===== config.mk =====
export PLATFORM = sky130hd
export DESIGN_NAME = flow_ctl
export DESIGN_NICKNAME = d
export VERILOG_FILES = /design/src/hw/flow_ctl_pkg.sv /design/src/hw/flow_ctl.sv
export SDC_FILE = /design/constraint.sdc
export NUM_CORES = 1
export LEC_CHECK = 0
export ABC_AREA = 1
export BUFFER_PORTS_ARGS = -buffer_cell sky130_fd_sc_hd__buf_2
export CAP_MARGIN = 10
export CORE_MARGIN = 8
export CORE_UTILIZATION = 57
export DETAILED_ROUTE_END_ITERATION = 8
export GPL_TIMING_DRIVEN = 0
export PLACE_DENSITY = 0.87
export REMOVE_ABC_BUFFERS = 1
export SLEW_MARGIN = 15
export SYNTH_ARGS = -nofsm -noshare
export SYNTH_HDL_FRONTEND = slang
export SYNTH_SLANG_ARGS = --single-unit

===== constraint.sdc =====
create_clock -name aclk -period 2.2 [get_ports aclk]
set_input_delay 0.22 -clock aclk [delete_from_list [all_inputs] [get_ports aclk]]
set_output_delay 0.22 -clock aclk [all_outputs]
set_load 0.01 [all_outputs]

===== src/hw/flow_ctl_pkg.sv =====
/*
 Shared constants for the program flow control block: register offsets,
 field positions, reset values, vectors and cycle counts.
 Assumes a single 10 MHz bus clock and an AXI4-Lite register bus.
*/
package flow_ctl_pkg;
	localparam int PC_W = 12;
	localparam int STACK_DEPTH = 6;
	localparam int CLK_DIV = 13;
	localparam logic [11:0] RESET_VECTOR = 12'hFFE;
	localparam logic [11:0] NMI_VECTOR = 12'hFFC;
	localparam logic [11:0] IRQ_VECTOR = 12'hFF0;
	localparam logic [11:0] PC_RESET = 12'hFFE;
	localparam logic [7:0] PAGE_RESET = 8'h00;
	// Register byte addresses
	localparam logic [7:0] ADDR_CMD = 8'h00;
	localparam logic [7:0] ADDR_OPERAND = 8'h04;
	localparam logic [7:0] ADDR_PAGE = 8'h08;
	localparam logic [7:0] ADDR_PC = 8'h0C;
	localparam logic [7:0] ADDR_FLAGS = 8'h10;
	localparam logic [7:0] ADDR_STACK = 8'h14;
	// Command field in the command register
	localparam int CMD_LSB = 0;
	localparam int CMD_W = 4;
	// Operand layout: target/offset in [11:0], ALU result in [19:12],
	// bit-test value [21], carry out of ALU [22]
	localparam int OPD_RES_LSB = 12;
	localparam int OPD_CARRY = 22;
	localparam int OPD_BIT = 21;
	// Status layout in the flags register
	localparam int FLG_CTX_LSB = 4;
	localparam int FLG_BUSY = 8;
	localparam logic [1:0] RESP_OKAY = 2'b00;
	localparam logic [1:0] RESP_SLVERR = 2'b10;
	localparam logic [2:0] CYCLES_SHORT = 3'h2;
	localparam logic [2:0] CYCLES_MID = 3'h4;
	localparam logic [2:0] CYCLES_LONG = 3'h5;
	typedef enum logic [3:0] {
		OP_NORMAL, OP_JUMP, OP_CALL, OP_BRANCH, OP_IRQ, OP_NMI,
		OP_RET, OP_RETURN_FROM_INTERRUPT_INSTR, OP_ARITH, OP_LOGIC, OP_BITTEST, OP_ROTL
	} op_type;
	typedef enum logic [1:0] { CTX_NORMAL, CTX_IRQ, CTX_NONMASK } ctx_type;
endpackage


===== src/hw/flow_ctl.sv =====
/*
 Program counter, banked carry/zero flags and six-level return stack of a
 small 8-bit core, reached by software over AXI4-Lite.
 Assumes one clock aclk and synchronous active-low reset aresetn.
*/
// Function
// - Program counter is twelve bits, addressing 4096 bytes directly.
// - Larger program space is reached through a separate page select register.
// - Counter increments after current instruction address is read out.
// - Relative branch adds signed offset to counter in the ALU path.
// - Counter loads jump, call, branch, vector, pop, or plus one.
// - Three carry/zero pairs: normal, interrupt, non-maskable.
// - Interrupt entry selects its pair; return from interrupt restores previous.
// - Flag pairs keep their values across context switches.
// - Only the active context's pair is readable or writable.
// - Carry set on arithmetic carry or borrow, else cleared.
// - Bit test copies bit into carry; rotate left goes through carry.
// - Zero flag set when latest arithmetic or logic result is zero.
// - After reset the non-maskable context is active.
// - Stack has six twelve-bit levels, LIFO, depth readable in the stack register.
// - Call or interrupt shifts levels deeper, counter plus one enters top.
// - Return loads top into counter and shifts deeper levels up.
// - Only the counter is stacked, no data registers.
// - Beyond six nested pushes stack saturates, oldest address lost.
// - Return on empty stack stays at top; next instruction follows.
// - CPU cycle is clock divided by 13; instructions take 2, 4 or 5.
// - Reset loads counter with reset vector at top of program memory.
`timescale 1ns/1ps
module flow_ctl #(
	parameter int DEPTH = flow_ctl_pkg::STACK_DEPTH,
	parameter int DIV   = flow_ctl_pkg::CLK_DIV
) (
	input  wire logic        aclk,
	input  wire logic        aresetn,
	input  wire logic [31:0] s_axi_awaddr,
	input  wire logic        s_axi_awvalid,
	output logic             s_axi_awready,
	input  wire logic [31:0] s_axi_wdata,
	input  wire logic [3:0]  s_axi_wstrb,
	input  wire logic        s_axi_wvalid,
	output logic             s_axi_wready,
	output logic [1:0]       s_axi_bresp,
	output logic             s_axi_bvalid,
	input  wire logic        s_axi_bready,
	input  wire logic [31:0] s_axi_araddr,
	input  wire logic        s_axi_arvalid,
	output logic             s_axi_arready,
	output logic [31:0]      s_axi_rdata,
	output logic [1:0]       s_axi_rresp,
	output logic             s_axi_rvalid,
	input  wire logic        s_axi_rready,
	output logic [11:0]      prog_addr,
	output logic [7:0]       prog_page
);
	localparam logic [3:0] DIV_LAST = 4'(DIV - 1);

	// Bus handshake state
	logic        aw_ff, nxt_aw;
	logic        w_ff, nxt_w;
	logic [7:0]  awaddr_ff, nxt_awaddr;
	logic [31:0] wdata_ff, nxt_wdata;
	logic [3:0]  wstrb_ff, nxt_wstrb;
	logic        bvalid_ff, nxt_bvalid;
	logic [1:0]  bresp_ff, nxt_bresp;
	logic        rvalid_ff, nxt_rvalid;
	logic [31:0] rdata_ff, nxt_rdata;
	logic [1:0]  rresp_ff, nxt_rresp;
	// Core state
	logic [11:0] pc_ff, nxt_pc;
	logic [7:0]  page_ff, nxt_page;
	logic [31:0] operand_ff, nxt_operand;
	logic [11:0] stack_ff [DEPTH], nxt_stack [DEPTH];
	logic [2:0]  depth_ff, nxt_depth;
	logic        carry_normal_ctx_ff, nxt_carry_normal_ctx;
	logic        zero_normal_ctx_ff, nxt_zero_normal_ctx;
	logic        carry_irq_ctx_ff, nxt_carry_irq_ctx;
	logic        zero_irq_ctx_ff, nxt_zero_irq_ctx;
	logic        carry_nonmask_ctx_ff, nxt_carry_nonmask_ctx;
	logic        zero_nonmask_ctx_ff, nxt_zero_nonmask_ctx;
	flow_ctl_pkg::ctx_type ctx_ff, nxt_ctx;
	flow_ctl_pkg::ctx_type prev_ctx_ff, nxt_prev_ctx;
	flow_ctl_pkg::op_type  op_ff, nxt_op;
	logic        busy_ff, nxt_busy;
	logic [3:0]  div_ff, nxt_div;
	logic [2:0]  cyc_ff, nxt_cyc;

	// Merge a written word with byte strobes
	function automatic logic [31:0] merge(input logic [31:0] old_v,
		input logic [31:0] new_v, input logic [3:0] strb);
		logic [31:0] r;
		r = old_v;
		for (int i = 0; i < 4; i++) begin
			if (strb[i]) begin
				r[i*8 +: 8] = new_v[i*8 +: 8];
			end
		end
		return r;
	endfunction

	// CPU cycles each command takes
	function automatic logic [2:0] op_cycles(input flow_ctl_pkg::op_type op);
		logic [2:0] c;
		c = flow_ctl_pkg::CYCLES_MID;
		unique case (op)
			flow_ctl_pkg::OP_NORMAL, flow_ctl_pkg::OP_LOGIC:
				c = flow_ctl_pkg::CYCLES_SHORT;
			flow_ctl_pkg::OP_CALL, flow_ctl_pkg::OP_IRQ, flow_ctl_pkg::OP_NMI,
			flow_ctl_pkg::OP_BITTEST:
				c = flow_ctl_pkg::CYCLES_LONG;
			default: c = flow_ctl_pkg::CYCLES_MID;
		endcase
		return c;
	endfunction

	logic        wr_fire;
	logic        cmd_write;
	logic        done;
	logic        act_c, act_z;
	logic [8:0]  alu_sum;
	logic [31:0] flags_word;
	logic        c_new, z_new, upd_c, upd_z;

	assign wr_fire = aw_ff && w_ff && !bvalid_ff;
	assign cmd_write = wr_fire && awaddr_ff == flow_ctl_pkg::ADDR_CMD && wstrb_ff[0];
	// Command completes at the last CPU cycle of its count
	assign done = busy_ff && div_ff == DIV_LAST && cyc_ff == 3'h1;
	// Only the active context pair is visible
	assign act_c = (ctx_ff == flow_ctl_pkg::CTX_NORMAL) ? carry_normal_ctx_ff :
		(ctx_ff == flow_ctl_pkg::CTX_IRQ) ? carry_irq_ctx_ff : carry_nonmask_ctx_ff;
	assign act_z = (ctx_ff == flow_ctl_pkg::CTX_NORMAL) ? zero_normal_ctx_ff :
		(ctx_ff == flow_ctl_pkg::CTX_IRQ) ? zero_irq_ctx_ff : zero_nonmask_ctx_ff;
	assign flags_word = {23'h0, busy_ff, 2'h0, ctx_ff, 2'h0, act_z, act_c};
	// Zero-extended result with no carry-in; operand supplies result and carry
	assign alu_sum = {1'b0, operand_ff[19:12]};

	// AXI4-Lite slave: address and data taken in any order, one at a time
	always_comb begin
		nxt_aw = aw_ff;
		nxt_w = w_ff;
		nxt_awaddr = awaddr_ff;
		nxt_wdata = wdata_ff;
		nxt_wstrb = wstrb_ff;
		nxt_bvalid = bvalid_ff;
		nxt_bresp = bresp_ff;
		nxt_rvalid = rvalid_ff;
		nxt_rdata = rdata_ff;
		nxt_rresp = rresp_ff;
		if (s_axi_awvalid && !aw_ff) begin
			nxt_aw = 1'b1;
			nxt_awaddr = s_axi_awaddr[7:0];
		end
		if (s_axi_wvalid && !w_ff) begin
			nxt_w = 1'b1;
			nxt_wdata = s_axi_wdata;
			nxt_wstrb = s_axi_wstrb;
		end
		if (wr_fire) begin
			nxt_aw = 1'b0;
			nxt_w = 1'b0;
			nxt_bvalid = 1'b1;
			unique case (awaddr_ff)
				flow_ctl_pkg::ADDR_CMD, flow_ctl_pkg::ADDR_OPERAND,
				flow_ctl_pkg::ADDR_PAGE, flow_ctl_pkg::ADDR_FLAGS:
					nxt_bresp = flow_ctl_pkg::RESP_OKAY;
				default: nxt_bresp = flow_ctl_pkg::RESP_SLVERR;
			endcase
		end
		if (bvalid_ff && s_axi_bready) begin
			nxt_bvalid = 1'b0;
		end
		if (s_axi_arvalid && !rvalid_ff) begin
			nxt_rvalid = 1'b1;
			nxt_rresp = flow_ctl_pkg::RESP_OKAY;
			unique case (s_axi_araddr[7:0])
				flow_ctl_pkg::ADDR_OPERAND: nxt_rdata = operand_ff;
				flow_ctl_pkg::ADDR_PAGE:    nxt_rdata = {24'h0, page_ff};
				flow_ctl_pkg::ADDR_PC:      nxt_rdata = {20'h0, pc_ff};
				flow_ctl_pkg::ADDR_FLAGS:   nxt_rdata = flags_word;
				flow_ctl_pkg::ADDR_STACK:   nxt_rdata = {17'h0, depth_ff, stack_ff[0]};
				flow_ctl_pkg::ADDR_CMD:     nxt_rdata = {28'h0, op_ff};
				default: begin
					nxt_rdata = 32'h0;
					nxt_rresp = flow_ctl_pkg::RESP_SLVERR;
				end
			endcase
		end else if (rvalid_ff && s_axi_rready) begin
			nxt_rvalid = 1'b0;
		end
	end

	always_ff @(posedge aclk) begin
		if (!aresetn) begin
			aw_ff <= 1'b0;
			w_ff <= 1'b0;
			awaddr_ff <= 8'h00;
			wdata_ff <= 32'h0;
			wstrb_ff <= 4'h0;
			bvalid_ff <= 1'b0;
			bresp_ff <= 2'h0;
			rvalid_ff <= 1'b0;
			rdata_ff <= 32'h0;
			rresp_ff <= 2'h0;
		end else begin
			aw_ff <= nxt_aw;
			w_ff <= nxt_w;
			awaddr_ff <= nxt_awaddr;
			wdata_ff <= nxt_wdata;
			wstrb_ff <= nxt_wstrb;
			bvalid_ff <= nxt_bvalid;
			bresp_ff <= nxt_bresp;
			rvalid_ff <= nxt_rvalid;
			rdata_ff <= nxt_rdata;
			rresp_ff <= nxt_rresp;
		end
	end

	// Ready only while the slot is empty, so a held payload is taken once
	assign s_axi_awready = !aw_ff;
	assign s_axi_wready = !w_ff;
	assign s_axi_bvalid = bvalid_ff;
	assign s_axi_bresp = bresp_ff;
	assign s_axi_arready = !rvalid_ff;
	assign s_axi_rvalid = rvalid_ff;
	assign s_axi_rdata = rdata_ff;
	assign s_axi_rresp = rresp_ff;
	assign prog_addr = pc_ff;
	assign prog_page = page_ff;

	// Command sequencer and the flow state it updates at completion
	always_comb begin
		nxt_pc = pc_ff;
		nxt_page = page_ff;
		nxt_operand = operand_ff;
		nxt_stack = stack_ff;
		nxt_depth = depth_ff;
		nxt_carry_normal_ctx = carry_normal_ctx_ff;
		nxt_zero_normal_ctx = zero_normal_ctx_ff;
		nxt_carry_irq_ctx = carry_irq_ctx_ff;
		nxt_zero_irq_ctx = zero_irq_ctx_ff;
		nxt_carry_nonmask_ctx = carry_nonmask_ctx_ff;
		nxt_zero_nonmask_ctx = zero_nonmask_ctx_ff;
		nxt_ctx = ctx_ff;
		nxt_prev_ctx = prev_ctx_ff;
		nxt_op = op_ff;
		nxt_busy = busy_ff;
		nxt_div = div_ff;
		nxt_cyc = cyc_ff;
		// Flag results default to the active pair unchanged
		c_new = act_c;
		z_new = act_z;
		upd_c = 1'b0;
		upd_z = 1'b0;
		if (wr_fire && awaddr_ff == flow_ctl_pkg::ADDR_OPERAND) begin
			nxt_operand = merge(operand_ff, wdata_ff, wstrb_ff);
		end
		if (wr_fire && awaddr_ff == flow_ctl_pkg::ADDR_PAGE && wstrb_ff[0]) begin
			nxt_page = wdata_ff[7:0];
		end
		// Software writes only the active pair
		if (wr_fire && awaddr_ff == flow_ctl_pkg::ADDR_FLAGS && wstrb_ff[0]) begin
			unique case (ctx_ff)
				flow_ctl_pkg::CTX_NORMAL: begin
					nxt_carry_normal_ctx = wdata_ff[0];
					nxt_zero_normal_ctx = wdata_ff[1];
				end
				flow_ctl_pkg::CTX_IRQ: begin
					nxt_carry_irq_ctx = wdata_ff[0];
					nxt_zero_irq_ctx = wdata_ff[1];
				end
				default: begin
					nxt_carry_nonmask_ctx = wdata_ff[0];
					nxt_zero_nonmask_ctx = wdata_ff[1];
				end
			endcase
		end
		// A command written while busy is dropped; software polls busy first
		if (cmd_write && !busy_ff) begin
			nxt_op = flow_ctl_pkg::op_type'(wdata_ff[flow_ctl_pkg::CMD_LSB +: flow_ctl_pkg::CMD_W]);
			nxt_busy = 1'b1;
			nxt_div = 4'h0;
			nxt_cyc = op_cycles(flow_ctl_pkg::op_type'(wdata_ff[3:0]));
		end
		if (busy_ff) begin
			if (div_ff == DIV_LAST) begin
				nxt_div = 4'h0;
				nxt_cyc = cyc_ff - 3'h1;
			end else begin
				nxt_div = div_ff + 4'h1;
			end
		end
		if (done) begin
			nxt_busy = 1'b0;
			nxt_pc = pc_ff + 12'h001;
			unique case (op_ff)
				flow_ctl_pkg::OP_JUMP: nxt_pc = operand_ff[11:0];
				flow_ctl_pkg::OP_CALL, flow_ctl_pkg::OP_IRQ, flow_ctl_pkg::OP_NMI: begin
					// Only the return address goes on the stack
					nxt_stack[0] = pc_ff + 12'h001;
					for (int i = 1; i < DEPTH; i++) begin
						nxt_stack[i] = stack_ff[i-1];
					end
					if (depth_ff != 3'(DEPTH)) begin
						nxt_depth = depth_ff + 3'h1;
					end
					if (op_ff == flow_ctl_pkg::OP_CALL) begin
						nxt_pc = operand_ff[11:0];
					end else if (op_ff == flow_ctl_pkg::OP_IRQ) begin
						nxt_pc = flow_ctl_pkg::IRQ_VECTOR;
						nxt_prev_ctx = ctx_ff;
						nxt_ctx = flow_ctl_pkg::CTX_IRQ;
					end else begin
						nxt_pc = flow_ctl_pkg::NMI_VECTOR;
						nxt_prev_ctx = ctx_ff;
						nxt_ctx = flow_ctl_pkg::CTX_NONMASK;
					end
				end
				// Signed offset through the adder
				flow_ctl_pkg::OP_BRANCH: nxt_pc = pc_ff + operand_ff[11:0];
				flow_ctl_pkg::OP_RET, flow_ctl_pkg::OP_RETURN_FROM_INTERRUPT_INSTR: begin
					if (depth_ff != 3'h0) begin
						nxt_pc = stack_ff[0];
						for (int i = 0; i < DEPTH - 1; i++) begin
							nxt_stack[i] = stack_ff[i+1];
						end
						nxt_depth = depth_ff - 3'h1;
					end // else falls to next instruction
					if (op_ff == flow_ctl_pkg::OP_RETURN_FROM_INTERRUPT_INSTR) begin
						// Pairs keep their values; only selection moves
						nxt_ctx = prev_ctx_ff;
						nxt_prev_ctx = flow_ctl_pkg::CTX_NORMAL;
					end
				end
				flow_ctl_pkg::OP_ARITH: begin
					c_new = operand_ff[flow_ctl_pkg::OPD_CARRY];
					z_new = (alu_sum[7:0] == 8'h00);
					upd_c = 1'b1;
					upd_z = 1'b1;
				end
				flow_ctl_pkg::OP_LOGIC: begin
					z_new = (alu_sum[7:0] == 8'h00);
					upd_z = 1'b1;
				end
				flow_ctl_pkg::OP_BITTEST: begin
					c_new = operand_ff[flow_ctl_pkg::OPD_BIT];
					upd_c = 1'b1;
				end
				flow_ctl_pkg::OP_ROTL: begin
					// Carry takes bit 7; result gets old carry in bit 0
					c_new = operand_ff[flow_ctl_pkg::OPD_RES_LSB + 7];
					nxt_operand[19:12] = {operand_ff[18:12], act_c};
					z_new = ({operand_ff[18:12], act_c} == 8'h00);
					upd_c = 1'b1;
					upd_z = 1'b1;
				end
				default: nxt_pc = pc_ff + 12'h001;
			endcase
			// Flag results land in the pair of the current context
			if (upd_c || upd_z) begin
				unique case (ctx_ff)
					flow_ctl_pkg::CTX_NORMAL: begin
						if (upd_c) nxt_carry_normal_ctx = c_new;
						if (upd_z) nxt_zero_normal_ctx = z_new;
					end
					flow_ctl_pkg::CTX_IRQ: begin
						if (upd_c) nxt_carry_irq_ctx = c_new;
						if (upd_z) nxt_zero_irq_ctx = z_new;
					end
					default: begin
						if (upd_c) nxt_carry_nonmask_ctx = c_new;
						if (upd_z) nxt_zero_nonmask_ctx = z_new;
					end
				endcase
			end
		end
	end

	always_ff @(posedge aclk) begin
		if (!aresetn) begin
			pc_ff <= flow_ctl_pkg::PC_RESET;
			page_ff <= flow_ctl_pkg::PAGE_RESET;
			operand_ff <= 32'h0;
			for (int i = 0; i < DEPTH; i++) begin
				stack_ff[i] <= 12'h000;
			end
			depth_ff <= 3'h0;
			carry_normal_ctx_ff <= 1'b0;
			zero_normal_ctx_ff <= 1'b0;
			carry_irq_ctx_ff <= 1'b0;
			zero_irq_ctx_ff <= 1'b0;
			carry_nonmask_ctx_ff <= 1'b0;
			zero_nonmask_ctx_ff <= 1'b0;
			ctx_ff <= flow_ctl_pkg::CTX_NONMASK;
			prev_ctx_ff <= flow_ctl_pkg::CTX_NORMAL;
			op_ff <= flow_ctl_pkg::OP_NORMAL;
			busy_ff <= 1'b0;
			div_ff <= 4'h0;
			cyc_ff <= 3'h0;
		end else begin
			pc_ff <= nxt_pc;
			page_ff <= nxt_page;
			operand_ff <= nxt_operand;
			stack_ff <= nxt_stack;
			depth_ff <= nxt_depth;
			carry_normal_ctx_ff <= nxt_carry_normal_ctx;
			zero_normal_ctx_ff <= nxt_zero_normal_ctx;
			carry_irq_ctx_ff <= nxt_carry_irq_ctx;
			zero_irq_ctx_ff <= nxt_zero_irq_ctx;
			carry_nonmask_ctx_ff <= nxt_carry_nonmask_ctx;
			zero_nonmask_ctx_ff <= nxt_zero_nonmask_ctx;
			ctx_ff <= nxt_ctx;
			prev_ctx_ff <= nxt_prev_ctx;
			op_ff <= nxt_op;
			busy_ff <= nxt_busy;
			div_ff <= nxt_div;
			cyc_ff <= nxt_cyc;
		end
	end
endmodule


==> impl_metrics.env <==
export IMPL_status="finished, final reports clean"
export IMPL_crit_top_cell="nor2_4"
export IMPL_worstSetupEndpointType="register"
export IMPL_r2r_slack_ps=80
export IMPL_cpPeakStageDelay_ps=350
export IMPL_whs_path_depth=3
export IMPL_clk_latency_ps=520
export IMPL_die_area_um2=24590
export IMPL_postLayoutCoreUtil_pct=69.38
export IMPL_dp_hpwl_um=21730
export IMPL_cts_path_max_buffers=3
export IMPL_min_from="s_axi_wvalid"
export IMPL_clkSinkCount=231
export IMPL_netlist_top_cells_count="nand2_1 (428), nor2_1 (300), dfxtp_1 (231), o21ai_0 (211), a21oi_1 (116)"
export IMPL_placed_cell_area_um2=12020
export IMPL_grt_overflow=0
export IMPL_drv_slew=0
export IMPL_num_vias=12090
export IMPL_skew_ps=14.69
export IMPL_grt_pass1_wl_um=55460
export IMPL_avgSynthCellArea_um2=6.613
export IMPL_synth_edf_count=0
export IMPL_antenna_found_initial=0
export IMPL_grt_setup_unrepaired="true"
export IMPL_critPathArrivalTime_ps=2570
export IMPL_drive_gt1_share_pct=12.07
export IMPL_synthCells=1709
export IMPL_cts_buffers=25
export IMPL_ios=168
export IMPL_critPathLaunchType="register"
export IMPL_total_leakage_power_nw=6.135
export IMPL_peakVddDrop_mv=0.6222
export IMPL_cp_max_fo=15
export IMPL_synth_async_reset_ratio_pct=0
export IMPL_setup_ws_ps=83.42
export IMPL_r2r_start="div_ff[0]"
export IMPL_num_nets_final=1963
export IMPL_reg2reg_depth=11
export IMPL_slew_headroom_pct=25.39
export IMPL_syn2layout_area_growth_pct=19.49
export IMPL_cts_tree="done"
export IMPL_yosys_area_top_type="dfxtp_1"
export IMPL_gp_routability_congestion=0.9872
export IMPL_cts_max_level=1
export IMPL_clk_pin_slew_ps=60
export IMPL_firstDrtPassIters=7
export IMPL_power_density_nw_per_um2=669.3
export IMPL_slowest_stage="dfxtp_1"
export IMPL_drc_errors=0
export IMPL_core_um2=19460
export IMPL_die_width_um=156.8
export IMPL_syn_area_um2=11300
export IMPL_die_y_um=156.8
export IMPL_wl_um=34860
export IMPL_synth_area_leaders="dfxtp_1 (41%), nand2_1 (14%), nor2_1 (10%), o21ai_0 (9.3%), a21oi_1 (5.1%)"
export IMPL_dpl_worst_slack_ps=-627.2
export IMPL_start_util_pct=58.06
export IMPL_synth_seq_cells=231
export IMPL_wire_per_inst_um=16.43
export IMPL_whs_ps=10.23
export IMPL_ant_nets=0
export IMPL_yosysMostFrequentCell="nand2_1"
export IMPL_yosysSeqAreaShare_pct=40.92
export IMPL_portBuffers=117
export IMPL_dr_first_iter_drc_count=1151
export IMPL_vias_per_cell=5.697
export IMPL_synth_top_flop_cell="dfxtp_1"
export IMPL_setup_violations=0
export IMPL_yosysWarningCount=0
export IMPL_tightest_slew_ps=1118
export IMPL_fin_crit_ps=2117
export IMPL_grt_max_degree=141
export IMPL_crit_type="register to register"
export IMPL_hold_viol=0
export IMPL_fin_crit_sh_pct=96.21
export IMPL_num_rows=51
export IMPL_track_usage_pct=27.45
export IMPL_yosysTopAreaCellShare_pct=40.92
export IMPL_worstPathCellList="inv_1 -> ha_1 -> nand3_2 -> nor2_4 -> inv_4 -> nor2_8 -> o21ai_4 -> buf_12 -> nor2_4 -> o21ai_0 -> nor2_1"
export IMPL_cap_viol_max_count=0
export IMPL_startpoint="div_ff[0]"
export IMPL_clockRootBuffer="clkbuf_16"
export IMPL_min_path_type="input pin to register"
export IMPL_max_freq_mhz=472.5
export IMPL_synthDistinctLibCells=42
export IMPL_grt_pass1_vias=11350
export IMPL_holdPathEnd="w_ff"
export IMPL_stdcell_area_um2=13500
export IMPL_worstPathRequired_ps=2650
export IMPL_reg2reg_to="stack_ff[25]"
-- repair_timing --
item | CTS | global route
resized for setup | 6 | 12
buffers inserted | 0 | 12
endpoints found under the setup margin | 81 | 115
gates cloned | 2 | 2
pin swaps | 2 | 7
hold endpoints to repair | 45 | 0
hold buffers | 45 | 0
-- per-stage QoR --
stage / instances / total power, mW / TNS [ps]
floorplan: 1626 / 4.669 / -72990
global placement: 2008 / 4.884 / -324720
detailed placement: 2015 / 4.909 / -13300
CTS: 2107 / 9.037 / -268.9
global route: 2121 / 9.326 / -293.4
finish: 2122 / 9.038 / 0
-- flip-flops by register name, indices dropped and copies added (netlist names), 2 cells and up --
signal,count
prev_ctx_ff,2
prog_page,8
wstrb_ff,4
stack_ff,72
op_ff,4
depth_ff,3
awaddr_ff,8
ctx_ff,2
s_axi_rdata,32
operand_ff,32
wdata_ff,32
cyc_ff,3
div_ff,4
prog_addr,12
-- layer usage --
metal / up-vias / routed length, um / part of all wire [%] / track usage [%]
met3: 126 / 3176 / 9.1 / 5.019
met5: - / 0 / 0 / 0
met4: 0 / 1489 / 4.3 / 11.99
met1: 5557 / 14020 / 40 / 33.78
li1: 5813 / - / - / -
met2: 593 / 16180 / 46 / 46.11
-- critical path, delay by kind of cell (launching register included) --
kind                     cells  cell delay (ps)
AND/OR/NAND/NOR              5              950
flip-flops                   1              350
buffers and inverters        3              310
AO/OA/AOI/OAI                2              270
adder cells (fa/ha/maj)      1              150
-- power breakdown --
part,switching [mW],internal [mW]
Clock,1.69,2.44
Sequential,0.0707,4.28
Combinational,0.343,0.209
-- cells in the final DEF, fill, tap and decap left out, drive strengths merged --
master and count:
nand2 431, nor2 311, dfxtp 231, o21ai 220, buf 136, inv 122
a21oi 116, nand3 104, dlygate4sd3 45, clkbuf 38, nand4 17, nor3 17
ha 16, a31oi 14, xor2 6, clkinv 6, o211ai 4, xnor2 3
clkinvlp 3, a211oi 2, o22ai 2, or2 2, conb 2, fa 2
diode 1, o21a 1, nor4 1, nand3b 1, a22oi 1, a41oi 1
bufinv 1
-- cells by family after synthesis --
| family | Yosys count | share of synthesized area [%] |
|---|---|---|
| compound gates | 361 | 16.60 |
| xor+xnor | 9 | 0.6976 |
| fa+ha+maj | 18 | 2.126 |
| buf+inv | 209 | 7.739 |
| flops | 231 | 40.92 |
| other cells | 1 | 0.03318 |
| simple gates | 880 | 31.89 |
-- worst max path at each step --
stage	end	slack [ps]
after floorplan	stack_ff[60]	-1120
after global placement	stack_ff[60]	-2520
after detailed placement	s_axi_rdata[4]	-630
after CTS	depth_ff[2]	-90
after global routing	stack_ff[48]	-40
final	stack_ff[25]	80
-- layout make-up --
cell class / instances / area (um^2)
Clock inverter: 7 / 62.56
Antenna cell: 1 / 2.502
Clock buffer: 38 / 744.5
Sequential cell: 231 / 4624
Fill cell: 1557 / 5959
Inverter: 125 / 484.2
Timing Repair Buffer: 181 / 1348
Tap cell: 265 / 331.6
Multi-Input combinational cell: 1274 / 5906
No activity file was read; power rests on OpenSTA's default activity.
